===== config.mk =====
export PLATFORM = sky130hd
export DESIGN_NAME = ifeu_top
export DESIGN_NICKNAME = d
export VERILOG_FILES = /design/src/rtl/ifeu_pkg.sv /design/src/rtl/ifeu_top.sv
export SDC_FILE = /design/constraint.sdc
export NUM_CORES = 1
export LEC_CHECK = 0
export ABC_AREA = 1
export BUFFER_PORTS_ARGS = -buffer_cell sky130_fd_sc_hd__buf_2
export CORE_UTILIZATION = 50
export DETAILED_ROUTE_END_ITERATION = 12
export GPL_ROUTABILITY_DRIVEN = 1
export PLACE_DENSITY = 0.78
export SYNTH_ARGS = -nofsm -noshare
export SYNTH_HDL_FRONTEND = slang
export SYNTH_SLANG_ARGS = --single-unit

===== constraint.sdc =====
create_clock -name aclk -period 2.4 [get_ports aclk]
set_clock_uncertainty 0.2 [all_clocks]
set_input_delay 0 -clock aclk [delete_from_list [all_inputs] [get_ports aclk]]
set_output_delay 0 -clock aclk [all_outputs]
set_load 0.02 [all_outputs]

===== src/rtl/ifeu_pkg.sv =====
// constants for the interrupt flag and enable unit
// assumes a 32-bit AXI4-Lite register bus with byte addresses
package ifeu_pkg;
  // ----------------------------------------
  // register byte offsets
  // ----------------------------------------
  localparam logic [7:0] OFF_CTL0   = 8'h00;
  localparam logic [7:0] OFF_CTL1   = 8'h04;
  localparam logic [7:0] OFF_CTL2   = 8'h08;
  localparam logic [7:0] OFF_GRP0   = 8'h0C;
  localparam logic [7:0] OFF_GRP1   = 8'h10;
  localparam logic [7:0] OFF_GRP2   = 8'h14;
  localparam logic [7:0] OFF_EDGE   = 8'h18;
  localparam logic [7:0] OFF_STATUS = 8'h1C;
  // ----------------------------------------
  // primary source index, low index wins
  // ----------------------------------------
  localparam int SRC_EXT0 = 0;
  localparam int SRC_EXT1 = 1;
  localparam int SRC_SER  = 2;
  localparam int SRC_ADC  = 3;
  localparam int SRC_MF0  = 4;
  localparam int SRC_MF1  = 5;
  localparam int SRC_MF2  = 6;
  localparam int SRC_TB0  = 7;
  localparam int SRC_TB1  = 8;
  localparam int NUM_SRC  = 9;
  // ----------------------------------------
  // group member index
  // ----------------------------------------
  localparam int MEM_STP  = 0;
  localparam int MEM_STA  = 1;
  localparam int MEM_P0P  = 2;
  localparam int MEM_P0A  = 3;
  localparam int MEM_P1P  = 4;
  localparam int MEM_P1A  = 5;
  localparam int MEM_LV   = 6;
  localparam int MEM_EE   = 7;
  localparam int NUM_MEM  = 8;
  // ----------------------------------------
  // encodings, masks, reset values
  // ----------------------------------------
  localparam logic [1:0] EDGE_OFF  = 2'h0;
  localparam logic [1:0] EDGE_RISE = 2'h1;
  localparam logic [1:0] EDGE_FALL = 2'h2;
  localparam logic [1:0] EDGE_BOTH = 2'h3;
  localparam logic [1:0] RESP_OKAY = 2'h0;
  localparam logic [1:0] RESP_SLVERR = 2'h2;
  localparam logic [7:0] GRP1_SMALL_MASK = 8'h33;
  localparam logic [7:0] REG_RESET = 8'h00;
  localparam int VEC_BASE = 4;
  localparam int VEC_STEP = 4;
endpackage : ifeu_pkg


===== src/rtl/ifeu_top.sv =====
// interrupt flag, enable and vectoring unit with AXI4-Lite registers
// assumes the core pushes/pops the stack on the pulses given here and
// that all inputs are synchronous to aclk
`timescale 1ns/1ps
module ifeu_top #(
  parameter int PCW   = 13,
  parameter bit LARGE = 1'b1
) (
  // clock and reset
  input  wire logic           aclk,
  input  wire logic           aresetn,
  // axi4-lite slave
  input  wire logic [7:0]     awaddr,
  input  wire logic           awvalid,
  output logic                awready,
  input  wire logic [31:0]    wdata,
  input  wire logic [3:0]     wstrb,
  input  wire logic           wvalid,
  output logic                wready,
  output logic [1:0]          bresp,
  output logic                bvalid,
  input  wire logic           bready,
  input  wire logic [7:0]     araddr,
  input  wire logic           arvalid,
  output logic                arready,
  output logic [31:0]         rdata,
  output logic [1:0]          rresp,
  output logic                rvalid,
  input  wire logic           rready,
  // peripheral events, one-cycle pulses
  input  wire logic           converter_done_evt,
  input  wire logic           serial_evt,
  input  wire logic           timebase_zero_evt,
  input  wire logic           timebase_one_evt,
  input  wire logic           std_timer_match_a_evt,
  input  wire logic           std_timer_match_p_evt,
  input  wire logic           periodic_timer0_match_a_evt,
  input  wire logic           periodic_timer0_match_p_evt,
  input  wire logic           periodic_timer1_match_a_evt,
  input  wire logic           periodic_timer1_match_p_evt,
  input  wire logic           eeprom_evt,
  input  wire logic           low_voltage_evt,
  // external pins
  input  wire logic           ext_pin_zero,
  input  wire logic           ext_pin_one,
  input  wire logic [1:0]     pull_select,
  output logic [1:0]          pull_enable,
  // core sequencer and stack
  input  wire logic           stack_full,
  input  wire logic           return_from_interrupt,
  output logic                stack_push,
  output logic [PCW-1:0]      vector_addr,
  output logic                stack_pop,
  output logic                wake
);
  typedef struct packed {
    logic                       gie;
    logic [ifeu_pkg::NUM_SRC-1:0] flag;
    logic [ifeu_pkg::NUM_SRC-1:0] en;
    logic [ifeu_pkg::NUM_MEM-1:0] mflag;
    logic [ifeu_pkg::NUM_MEM-1:0] men;
    logic [3:0]                 edge_sel;
    logic [1:0]                 pin_prev;
    logic                       awready;
    logic                       wready;
    logic                       aw_got;
    logic                       w_got;
    logic [7:0]                 waddr;
    logic [7:0]                 wbyte;
    logic                       wstb;
    logic                       bvalid;
    logic [1:0]                 bresp;
    logic                       arready;
    logic                       rvalid;
    logic [7:0]                 rbyte;
    logic [1:0]                 rresp;
    logic                       take;
    logic [3:0]                 src;
    logic [PCW-1:0]             vector;
    logic                       pop;
    logic                       wake;
    logic [1:0]                 pull;
  } ifeu_state_t;

  ifeu_state_t s_ff;
  ifeu_state_t nxt_s;
  logic [ifeu_pkg::NUM_MEM-1:0] mem_evt;
  logic [1:0]                   pins;
  logic [1:0]                   ext_evt;
  logic [7:0]                   g1_mask;

  // ----------------------------------------
  // register read view
  // ----------------------------------------
  function automatic logic is_mapped(input logic [7:0] a);
    return a <= ifeu_pkg::OFF_STATUS && a[1:0] == 2'h0;
  endfunction : is_mapped

  function automatic logic [7:0] rd_reg(input ifeu_state_t st,
                                        input logic [7:0]  a,
                                        input logic [7:0]  m);
    logic [7:0] v;
    v = ifeu_pkg::REG_RESET;
    case (a)
      ifeu_pkg::OFF_CTL0: v = {1'b0, st.flag[2:0], st.en[2:0], st.gie};
      ifeu_pkg::OFF_CTL1: v = {st.flag[3], st.flag[5], st.flag[4],
                               st.flag[6], st.en[3], st.en[5],
                               st.en[4], st.en[6]};
      ifeu_pkg::OFF_CTL2: v = {2'h0, st.flag[8:7], 2'h0, st.en[8:7]};
      ifeu_pkg::OFF_GRP0: v = {2'h0, st.mflag[1:0], 2'h0, st.men[1:0]};
      ifeu_pkg::OFF_GRP1: v = {st.mflag[5:2], st.men[5:2]} & m;
      ifeu_pkg::OFF_GRP2: v = {2'h0, st.mflag[7:6], 2'h0, st.men[7:6]};
      ifeu_pkg::OFF_EDGE: v = {4'h0, st.edge_sel};
      ifeu_pkg::OFF_STATUS: v = {3'h0, st.take, st.src};
      default: v = ifeu_pkg::REG_RESET;
    endcase
    return v;
  endfunction : rd_reg

  // ----------------------------------------
  // event collection and pin edges
  // ----------------------------------------
  // timer1 bits exist on the large part only
  assign g1_mask = LARGE ? 8'hFF : ifeu_pkg::GRP1_SMALL_MASK;
  assign mem_evt = {eeprom_evt, low_voltage_evt,
                    periodic_timer1_match_a_evt & LARGE,
                    periodic_timer1_match_p_evt & LARGE,
                    periodic_timer0_match_a_evt,
                    periodic_timer0_match_p_evt,
                    std_timer_match_a_evt, std_timer_match_p_evt};
  assign pins = {ext_pin_one, ext_pin_zero};

  generate
    for (genvar p = 0; p < 2; p++) begin : g_pin
      logic rise;
      logic fall;
      logic [1:0] sel;
      assign rise = pins[p] & ~s_ff.pin_prev[p];
      assign fall = ~pins[p] & s_ff.pin_prev[p];
      assign sel  = s_ff.edge_sel[2*p +: 2];
      assign ext_evt[p] = (sel == ifeu_pkg::EDGE_RISE && rise) ||
                          (sel == ifeu_pkg::EDGE_FALL && fall) ||
                          (sel == ifeu_pkg::EDGE_BOTH && (rise || fall));
    end
  endgenerate

  // ----------------------------------------
  // next state
  // ----------------------------------------
  always_comb begin
    logic [ifeu_pkg::NUM_SRC-1:0] pend;
    logic [ifeu_pkg::NUM_SRC-1:0] evt;
    logic [7:0]                   d;
    int                           pick;
    nxt_s = s_ff;
    pend = '0;
    evt = '0;
    d = '0;
    pick = 0;
    nxt_s.take = 1'b0;
    nxt_s.pop = 1'b0;
    // write channels, taken in either order
    if (awvalid && s_ff.awready) begin
      nxt_s.aw_got = 1'b1;
      nxt_s.waddr = awaddr;
    end
    if (wvalid && s_ff.wready) begin
      nxt_s.w_got = 1'b1;
      nxt_s.wbyte = wdata[7:0];
      nxt_s.wstb = wstrb[0];
    end
    if (bready && s_ff.bvalid) begin
      nxt_s.bvalid = 1'b0;
    end
    if (s_ff.aw_got && s_ff.w_got && !s_ff.bvalid) begin
      nxt_s.aw_got = 1'b0;
      nxt_s.w_got = 1'b0;
      nxt_s.bvalid = 1'b1;
      nxt_s.bresp = is_mapped(s_ff.waddr) ? ifeu_pkg::RESP_OKAY
                                          : ifeu_pkg::RESP_SLVERR;
      d = s_ff.wbyte;
      if (s_ff.wstb) begin
        // only defined bits take the write
        case (s_ff.waddr)
          ifeu_pkg::OFF_CTL0: begin
            nxt_s.gie = d[0];
            nxt_s.en[2:0] = d[3:1];
            nxt_s.flag[2:0] = d[6:4];
          end
          ifeu_pkg::OFF_CTL1: begin
            {nxt_s.flag[3], nxt_s.flag[5], nxt_s.flag[4],
             nxt_s.flag[6]} = d[7:4];
            {nxt_s.en[3], nxt_s.en[5], nxt_s.en[4], nxt_s.en[6]} = d[3:0];
          end
          ifeu_pkg::OFF_CTL2: begin
            nxt_s.flag[8:7] = d[5:4];
            nxt_s.en[8:7] = d[1:0];
          end
          ifeu_pkg::OFF_GRP0: begin
            nxt_s.mflag[1:0] = d[5:4];
            nxt_s.men[1:0] = d[1:0];
          end
          ifeu_pkg::OFF_GRP1: begin
            nxt_s.mflag[5:2] = d[7:4] & g1_mask[7:4];
            nxt_s.men[5:2] = d[3:0] & g1_mask[3:0];
          end
          ifeu_pkg::OFF_GRP2: begin
            nxt_s.mflag[7:6] = d[5:4];
            nxt_s.men[7:6] = d[1:0];
          end
          ifeu_pkg::OFF_EDGE: nxt_s.edge_sel = d[3:0];
          default: nxt_s.gie = nxt_s.gie;
        endcase
      end
    end
    nxt_s.awready = !nxt_s.aw_got && !nxt_s.bvalid;
    nxt_s.wready = !nxt_s.w_got && !nxt_s.bvalid;
    // read channel, answer one edge after the address
    if (rready && s_ff.rvalid) begin
      nxt_s.rvalid = 1'b0;
    end
    if (arvalid && s_ff.arready) begin
      nxt_s.rvalid = 1'b1;
      nxt_s.rbyte = rd_reg(s_ff, araddr, g1_mask);
      nxt_s.rresp = is_mapped(araddr) ? ifeu_pkg::RESP_OKAY
                                      : ifeu_pkg::RESP_SLVERR;
    end
    nxt_s.arready = !nxt_s.rvalid;
    // acceptance; low index wins
    pend = s_ff.flag & s_ff.en;
    for (int i = ifeu_pkg::NUM_SRC - 1; i >= 0; i--) begin
      if (pend[i]) begin
        pick = i;
      end
    end
    if (s_ff.gie && !stack_full && |pend) begin
      nxt_s.take = 1'b1;
      nxt_s.src = 4'(pick);
      nxt_s.vector = PCW'(ifeu_pkg::VEC_BASE + pick * ifeu_pkg::VEC_STEP);
      // serviced flag and global enable drop
      nxt_s.flag[pick] = 1'b0;
      nxt_s.gie = 1'b0;
    end
    // events set flags; set beats any clear
    nxt_s.mflag = nxt_s.mflag | mem_evt;
    evt[ifeu_pkg::SRC_EXT0] = ext_evt[0];
    evt[ifeu_pkg::SRC_EXT1] = ext_evt[1];
    evt[ifeu_pkg::SRC_SER] = serial_evt;
    evt[ifeu_pkg::SRC_ADC] = converter_done_evt;
    // any member sets its group flag
    evt[ifeu_pkg::SRC_MF0] = |mem_evt[1:0];
    evt[ifeu_pkg::SRC_MF1] = |mem_evt[5:2];
    evt[ifeu_pkg::SRC_MF2] = |mem_evt[7:6];
    evt[ifeu_pkg::SRC_TB0] = timebase_zero_evt;
    evt[ifeu_pkg::SRC_TB1] = timebase_one_evt;
    nxt_s.flag = nxt_s.flag | evt;
    nxt_s.pin_prev = pins;
    nxt_s.pop = return_from_interrupt;
    // any pending flag wakes the core
    nxt_s.wake = |nxt_s.flag || |nxt_s.mflag;
    // pull-high kept whatever the pin role
    nxt_s.pull = pull_select;
  end

  // ----------------------------------------
  // state register
  // ----------------------------------------
  always_ff @(posedge aclk) begin
    if (!aresetn) begin
      s_ff <= '0;
    end else begin
      s_ff <= nxt_s;
    end
  end

  assign awready     = s_ff.awready;
  assign wready      = s_ff.wready;
  assign bvalid      = s_ff.bvalid;
  assign bresp       = s_ff.bresp;
  assign arready     = s_ff.arready;
  assign rvalid      = s_ff.rvalid;
  assign rdata       = {24'h000000, s_ff.rbyte};
  assign rresp       = s_ff.rresp;
  assign stack_push  = s_ff.take;
  assign vector_addr = s_ff.vector;
  assign stack_pop   = s_ff.pop;
  assign wake        = s_ff.wake;
  assign pull_enable = s_ff.pull;

  // ----------------------------------------
  // checks
  // ----------------------------------------
  logic [ifeu_pkg::NUM_SRC-1:0] pend_ff;
  always_ff @(posedge aclk) begin
    pend_ff <= s_ff.flag & s_ff.en;
  end
endmodule : ifeu_top


; ---- Yosys cells after proc, flatten, opt, wreduce, memory -nomap -nowiden
; Index checks and enable logic that the tools add are counted.
[classes]
n_addsub = 1
n_lt_le_gt_ge = 4
n_eq_ne = 19
muxes = 38
bitwise = 14
reduce_logical = 51
[op_table]
columns = op, count
row1 = $mux W32, 8
row2 = $mux W38, 2
row3 = $pmux W8 S8, 1
row4 = $eq A8 B5 Y1 const B, 7
row5 = $eq A8 B4 Y1 const B, 4
row6 = $ge A32 B1 Y1 const B, 1
row7 = $lt A32 B6 Y1 const B, 1
row8 = $mux W4, 6
row9 = $reduce_and A3 Y1, 7
row10 = $logic_and A1 B1 Y1, 20
row11 = $and A9 B9 Y9, 2
row12 = $mux W18, 1
row13 = $mux W2, 9
row14 = $reduce_or A9 Y1, 2
row15 = $eq A8 B3 Y1 const B, 2
row16 = $le A8 B5 Y1 const B, 2
row17 = $logic_not A8 Y1, 2
row18 = $add A4 B13 Y13 const A, 1
row19 = $mux W11, 1
row20 = $mux W3, 3
row21 = $mux W9, 1
row22 = $not A9 Y9, 1
row23 = $or A9 B9 Y9, 1
row24 = $eq A2 B2 Y1 const B, 4
row25 = other kinds (12), 38
[word_totals]
register_bits = 99
elab_cells = 157

; ---- Depth between registers and ports, before layout
[depth]
ltp_word = 20
mapped_depth = 17
mapped_depth_nobuf = 17

; ---- Worst setup path before layout
; No wires, ideal clock.
[synth_path]
path_kind = flip-flop to flip-flop
startpoint = register s_ff[93] (netlist name)
endpoint = register s_ff, in the netlist wake
setup_time_ns = 0.071
t_arrival_ns = 1.614
required_ns = 2.129
setup_slack_ns = 0.516
stages_incl_launch_ff = 14
path_buffers = 0
path_cell_list = dfxtp_1 > nand2_1 > nand2_1 > a21oi_1 > o21ai_0 > inv_1 > ha_1 > nand2_1 > nand3_1 > nand2_1 > nor2_1 > nand2_1 > nor2_1 > a21oi_1
[synth_between]
elab_chain_cells = 16
[synth_lines]
columns = element, line_no
row1 = from (decl), ifeu_top.sv:85  ; ifeu_state_t s_ff;
row2 = from (signal assigned), ifeu_top.sv:272  ; s_ff <= nxt_s;
row3 = $and A9 B9 Y9, -
row4 = $mux W32 (5 in a row), ifeu_top.sv:232  ; if (pend[i]) begin
row5 = $ge A32 B1 Y1 (not written as such) or $lt A32 B6 Y1 (tied branches), ifeu_top.sv:241  ; nxt_s.flag[pick] = 1'b0;
row6 = $logic_and A1 B1 Y1 (not written as such), ifeu_top.sv:241
row7 = $mux W1 (not written as such), ifeu_top.sv:241
row8 = $demux W1 S4, ifeu_top.sv:241
row9 = $not A9 Y9 (no line), -
row10 = $and A9 B9 Y9 (no line), -
row11 = $mux W9 *, ifeu_top.sv:236  ; if (s_ff.gie && !stack_full && |pend) begin
row12 = $or A9 B9 Y9 *, ifeu_top.sv:256  ; nxt_s.flag = nxt_s.flag | evt;
row13 = $reduce_or A9 Y1 *, ifeu_top.sv:260  ; nxt_s.wake = |nxt_s.flag || |nxt_s.mflag;
row14 = $logic_or A1 B1 Y1 *, ifeu_top.sv:260
; Mark *: on every way between the ends. The rest lies on a longest branch, timed or not.
; A chain may end at the register's enable or synchronous reset.

; ---- Worst setup path in the final report
[layout_path]
startpoint = register s_ff[94] (netlist name)
endpoint = register s_ff[95] (netlist name)
[layout_between]
elab_chain_cells = 15
[layout_lines]
columns = element, line_no
row1 = $and A9 B9 Y9 *, -
row2 = $mux W32 (6 in a row), ifeu_top.sv:232
row3 = $ge A32 B1 Y1 (not written as such) or $lt A32 B6 Y1 (tied branches), ifeu_top.sv:241
row4 = $logic_and A1 B1 Y1 (not written as such), ifeu_top.sv:241
row5 = $mux W1 (not written as such), ifeu_top.sv:241
row6 = $demux W1 S4, ifeu_top.sv:241
row7 = $not A9 Y9 (no line), -
row8 = $and A9 B9 Y9 (no line), -
row9 = $mux W9 *, ifeu_top.sv:236
row10 = $or A9 B9 Y9 *, ifeu_top.sv:256
; Marked as above.

==> results.toml <==
[floorplan]
dieHeight_um = 97.8
dieArea_mm2 = 0.00956
fp.dieW_um = 97.8
coreArea_mm2 = 0.00881
start_util = 0.521
core.rowCount = 34
io_pins = 136

[synthesis]
syn_avg_cell_area_um2 = 7.07
synth_edf_count = 0
ys.flop_type = "dfxtp_1"
async_flop_share = 0
synth_seq_cells = 89
yosys_warnings = 0
synth.distinct_cells = 37
synth_area_mm2 = 0.00459
synth_cells = 649
yosysSeqAreaShare = 0.389

[placement]
hpwlAfterDp_mm = 8.98
io_buffers = 74
place_ws_ns = 0.265
gp_congestion = 0.898

[clock_tree]
clockBufferDepth = 2
worstSkewPairLatency_ns = 0.37
cts_tree = "built"
cts-htree-levels = 3
clkSinkCount = 89
clkTransAtPathRegs_ns = 0.10
cts_buffers = 9
root_buffer = "clkbuf_8"

[sta]
period_needed_ns = 2.33
rsz0062_at_grt = "yes"
holdWs_ns = -0.00441
slew_headroom = 0.652
worstMarginPinSlew_ns = 0.517
final-setup-viol-count = 0
period_share = 0.970
clock.fmax_mhz = 429
tns_ns = 0
hold_viol = 1
fin_ws_ns = 0.0715
slew_violations = 0

[grt]
grt_pass1_vias = 4482
grt_antenna_before_repair = 0
grt_use_total = 0.276
overflow = 0
grt_first_pass_wirelength_mm = 20.8
grt_max_degree = 60

[finish]
utilization = 0.640
syn_to_final_growth_pct = 22.8
drive_gt1_frac = 0.171
antenna_cells = 0
nets = 854

[flow_run]
drv_cap = 0

[worst_setup_path]
r2r-start = "s_ff[94]$_SDFF_PN0_"
critPathArrivalTime_ns = 2.39
ff2ff_path_depth = 11
startpoint_type = "register"
rrSetupSlack_ns = 0.07
required_ns = 2.46
cp-end-kind = "register"
r2r-end = "s_ff[95]$_SDFF_PN0_"
path_class = "register to register"
critPathMaxFanout = 4

[detailed_routing]
dr.pass1.iters = 9
drt_iter0_markers = 230
wl_per_cell_um = 14.4
drc = 16
num_vias = 4556
drt.antenna.violating_nets = 0
wl_mm = 12.7
vias_per_cell = 5.17

[hold_path]
min_to = "rdata[3]$_SDFFE_PN0P_"
min_from = "araddr[5]"
holdPathStages = 6
hp-class = "primary input to register"

[power]
power_uw = 3080
p_per_area_mw_per_mm2 = 548
p_leak_uw = 0.00266
peakVddDrop_v = 0.000396

[outcome]
violations = "DRC, hold timing"
status = "finished with violations"
[how the worst max path moves through the flow]
stage | start | slack (ns) | cells past startpoint | endpoint
3_5_place_dp | s_ff[95]$_SDFF_PN0_ | 0.27 | 17 | wake$_SDFF_PN0_
3_3_place_gp | s_ff[95]$_SDFF_PN0_ | 0.32 | 17 | wake$_SDFF_PN0_
5_1_grt | s_ff[84]$_SDFFE_PN0P_ | -0.02 | 11 | s_ff[95]$_SDFF_PN0_
2_1_floorplan | s_ff[93]$_SDFF_PN0_ | 0.52 | 13 | wake$_SDFF_PN0_
4_1_cts | s_ff[95]$_SDFF_PN0_ | 0.06 | 14 | s_ff[94]$_SDFF_PN0_
6_report | s_ff[94]$_SDFF_PN0_ | 0.07 | 11 | s_ff[95]$_SDFF_PN0_
[registers in the layout, summed over array words and instances, names as in the netlist, 2 cells and up]
signal and flops:
s_ff 60, rdata 8, vector_addr 5, g_pin.sel 4
pull_enable 2
[synth_stat cells (7+ instances only)]
cell type / count / area share
buf_4: 51 / 0.083
a21oi_1: 55 / 0.060
nor2_1: 64 / 0.052
ha_1: 8 / 0.022
nand2_1: 131 / 0.11
nand4_1: 7 / 0.0095
inv_1: 80 / 0.065
nand3_1: 41 / 0.045
dfxtp_1: 89 / 0.39
clkbuf_1: 9 / 0.0074
o21ai_0: 57 / 0.062
[report_power, final]
| part | switching [uW] | internal [uW] |
|---|---|---|
| sequential | 51.5 | 1530 |
| clock | 578 | 491 |
| combinational | 265 | 165 |
[critical path, cell delays in order, from the launching register on]
cell and delay, ns:
dfxtp_2 0.35, nand2_1 0.09, nand2_1 0.07, a21oi_1 0.14
o21ai_0 0.10, buf_4 0.16, inv_1 0.09, ha_1 0.18
nand3_1 0.10, nand2_1 0.10, a21oi_1 0.06, dlygate4sd3_1 0.56
[stage by stage]
stage,area (um^2),instances
after global routing,5630,882
final,5630,882
after CTS,5610,882
after global placement,4810,806
after detailed placement,4810,806
after floorplan,4710,682
[cells in the final DEF (no fill, tap or decap), drive strengths merged]
cell type    netlist  final
a21oi             57     57
bufinv             0      1
inv               85     88
ha                 8      8
nor2              74     74
a21boi             2      2
clkinv             1      4
conb               1     34
dfxtp             89     89
o211ai             3      3
a31oi              1      1
nor3               8      8
o21ai             60     60
clkbuf             9      9
nor4               1      1
buf               53     78
o22ai              5      5
nand2            132    132
o221ai             1      1
dlygate4sd3        0     60
a41oi              1      1
nand4              8      8
a22o               1      1
nand3             46     46
xnor2              1      1
o2111ai            2      2
[kinds of logic after synthesis]
group                    after synthesis  synth area share
AND/OR/NAND/NOR                      269             0.267
AO/OA/AOI/OAI                        133             0.155
other                                  1          0.000818
flip-flops                            89             0.389
XOR/XNOR                               1           0.00191
buffers and inverters                148             0.165
adder cells (fa/ha/maj)                8            0.0218
[repair_timing]
item / in CTS / in global routing
setup buffers: 0 / 0
endpoints found under the hold margin: 61 / 0
gates resized for setup: 0 / 10
hold buffers: 60 / 0
endpoints found under the setup margin: 0 / 6
[routing by layer]
metal,vias to the layer above,track usage,part of all wire
li1,2255,-,-
met1,2063,0.324,0.41
met2,196,0.477,0.48
met3,42,0.0415,0.056
met4,0,0.170,0.053
met5,-,0,0
[cell type report]
cell class	count	area, um^2
fill	791	3170
tap	108	135
timing repair buffer	138	1000
clock buffer	9	124
sequential	89	1790
multi-input combinational	445	2190
clock inverter	7	75.1
inverter	86	323
(Power assumes the default switching activity.)
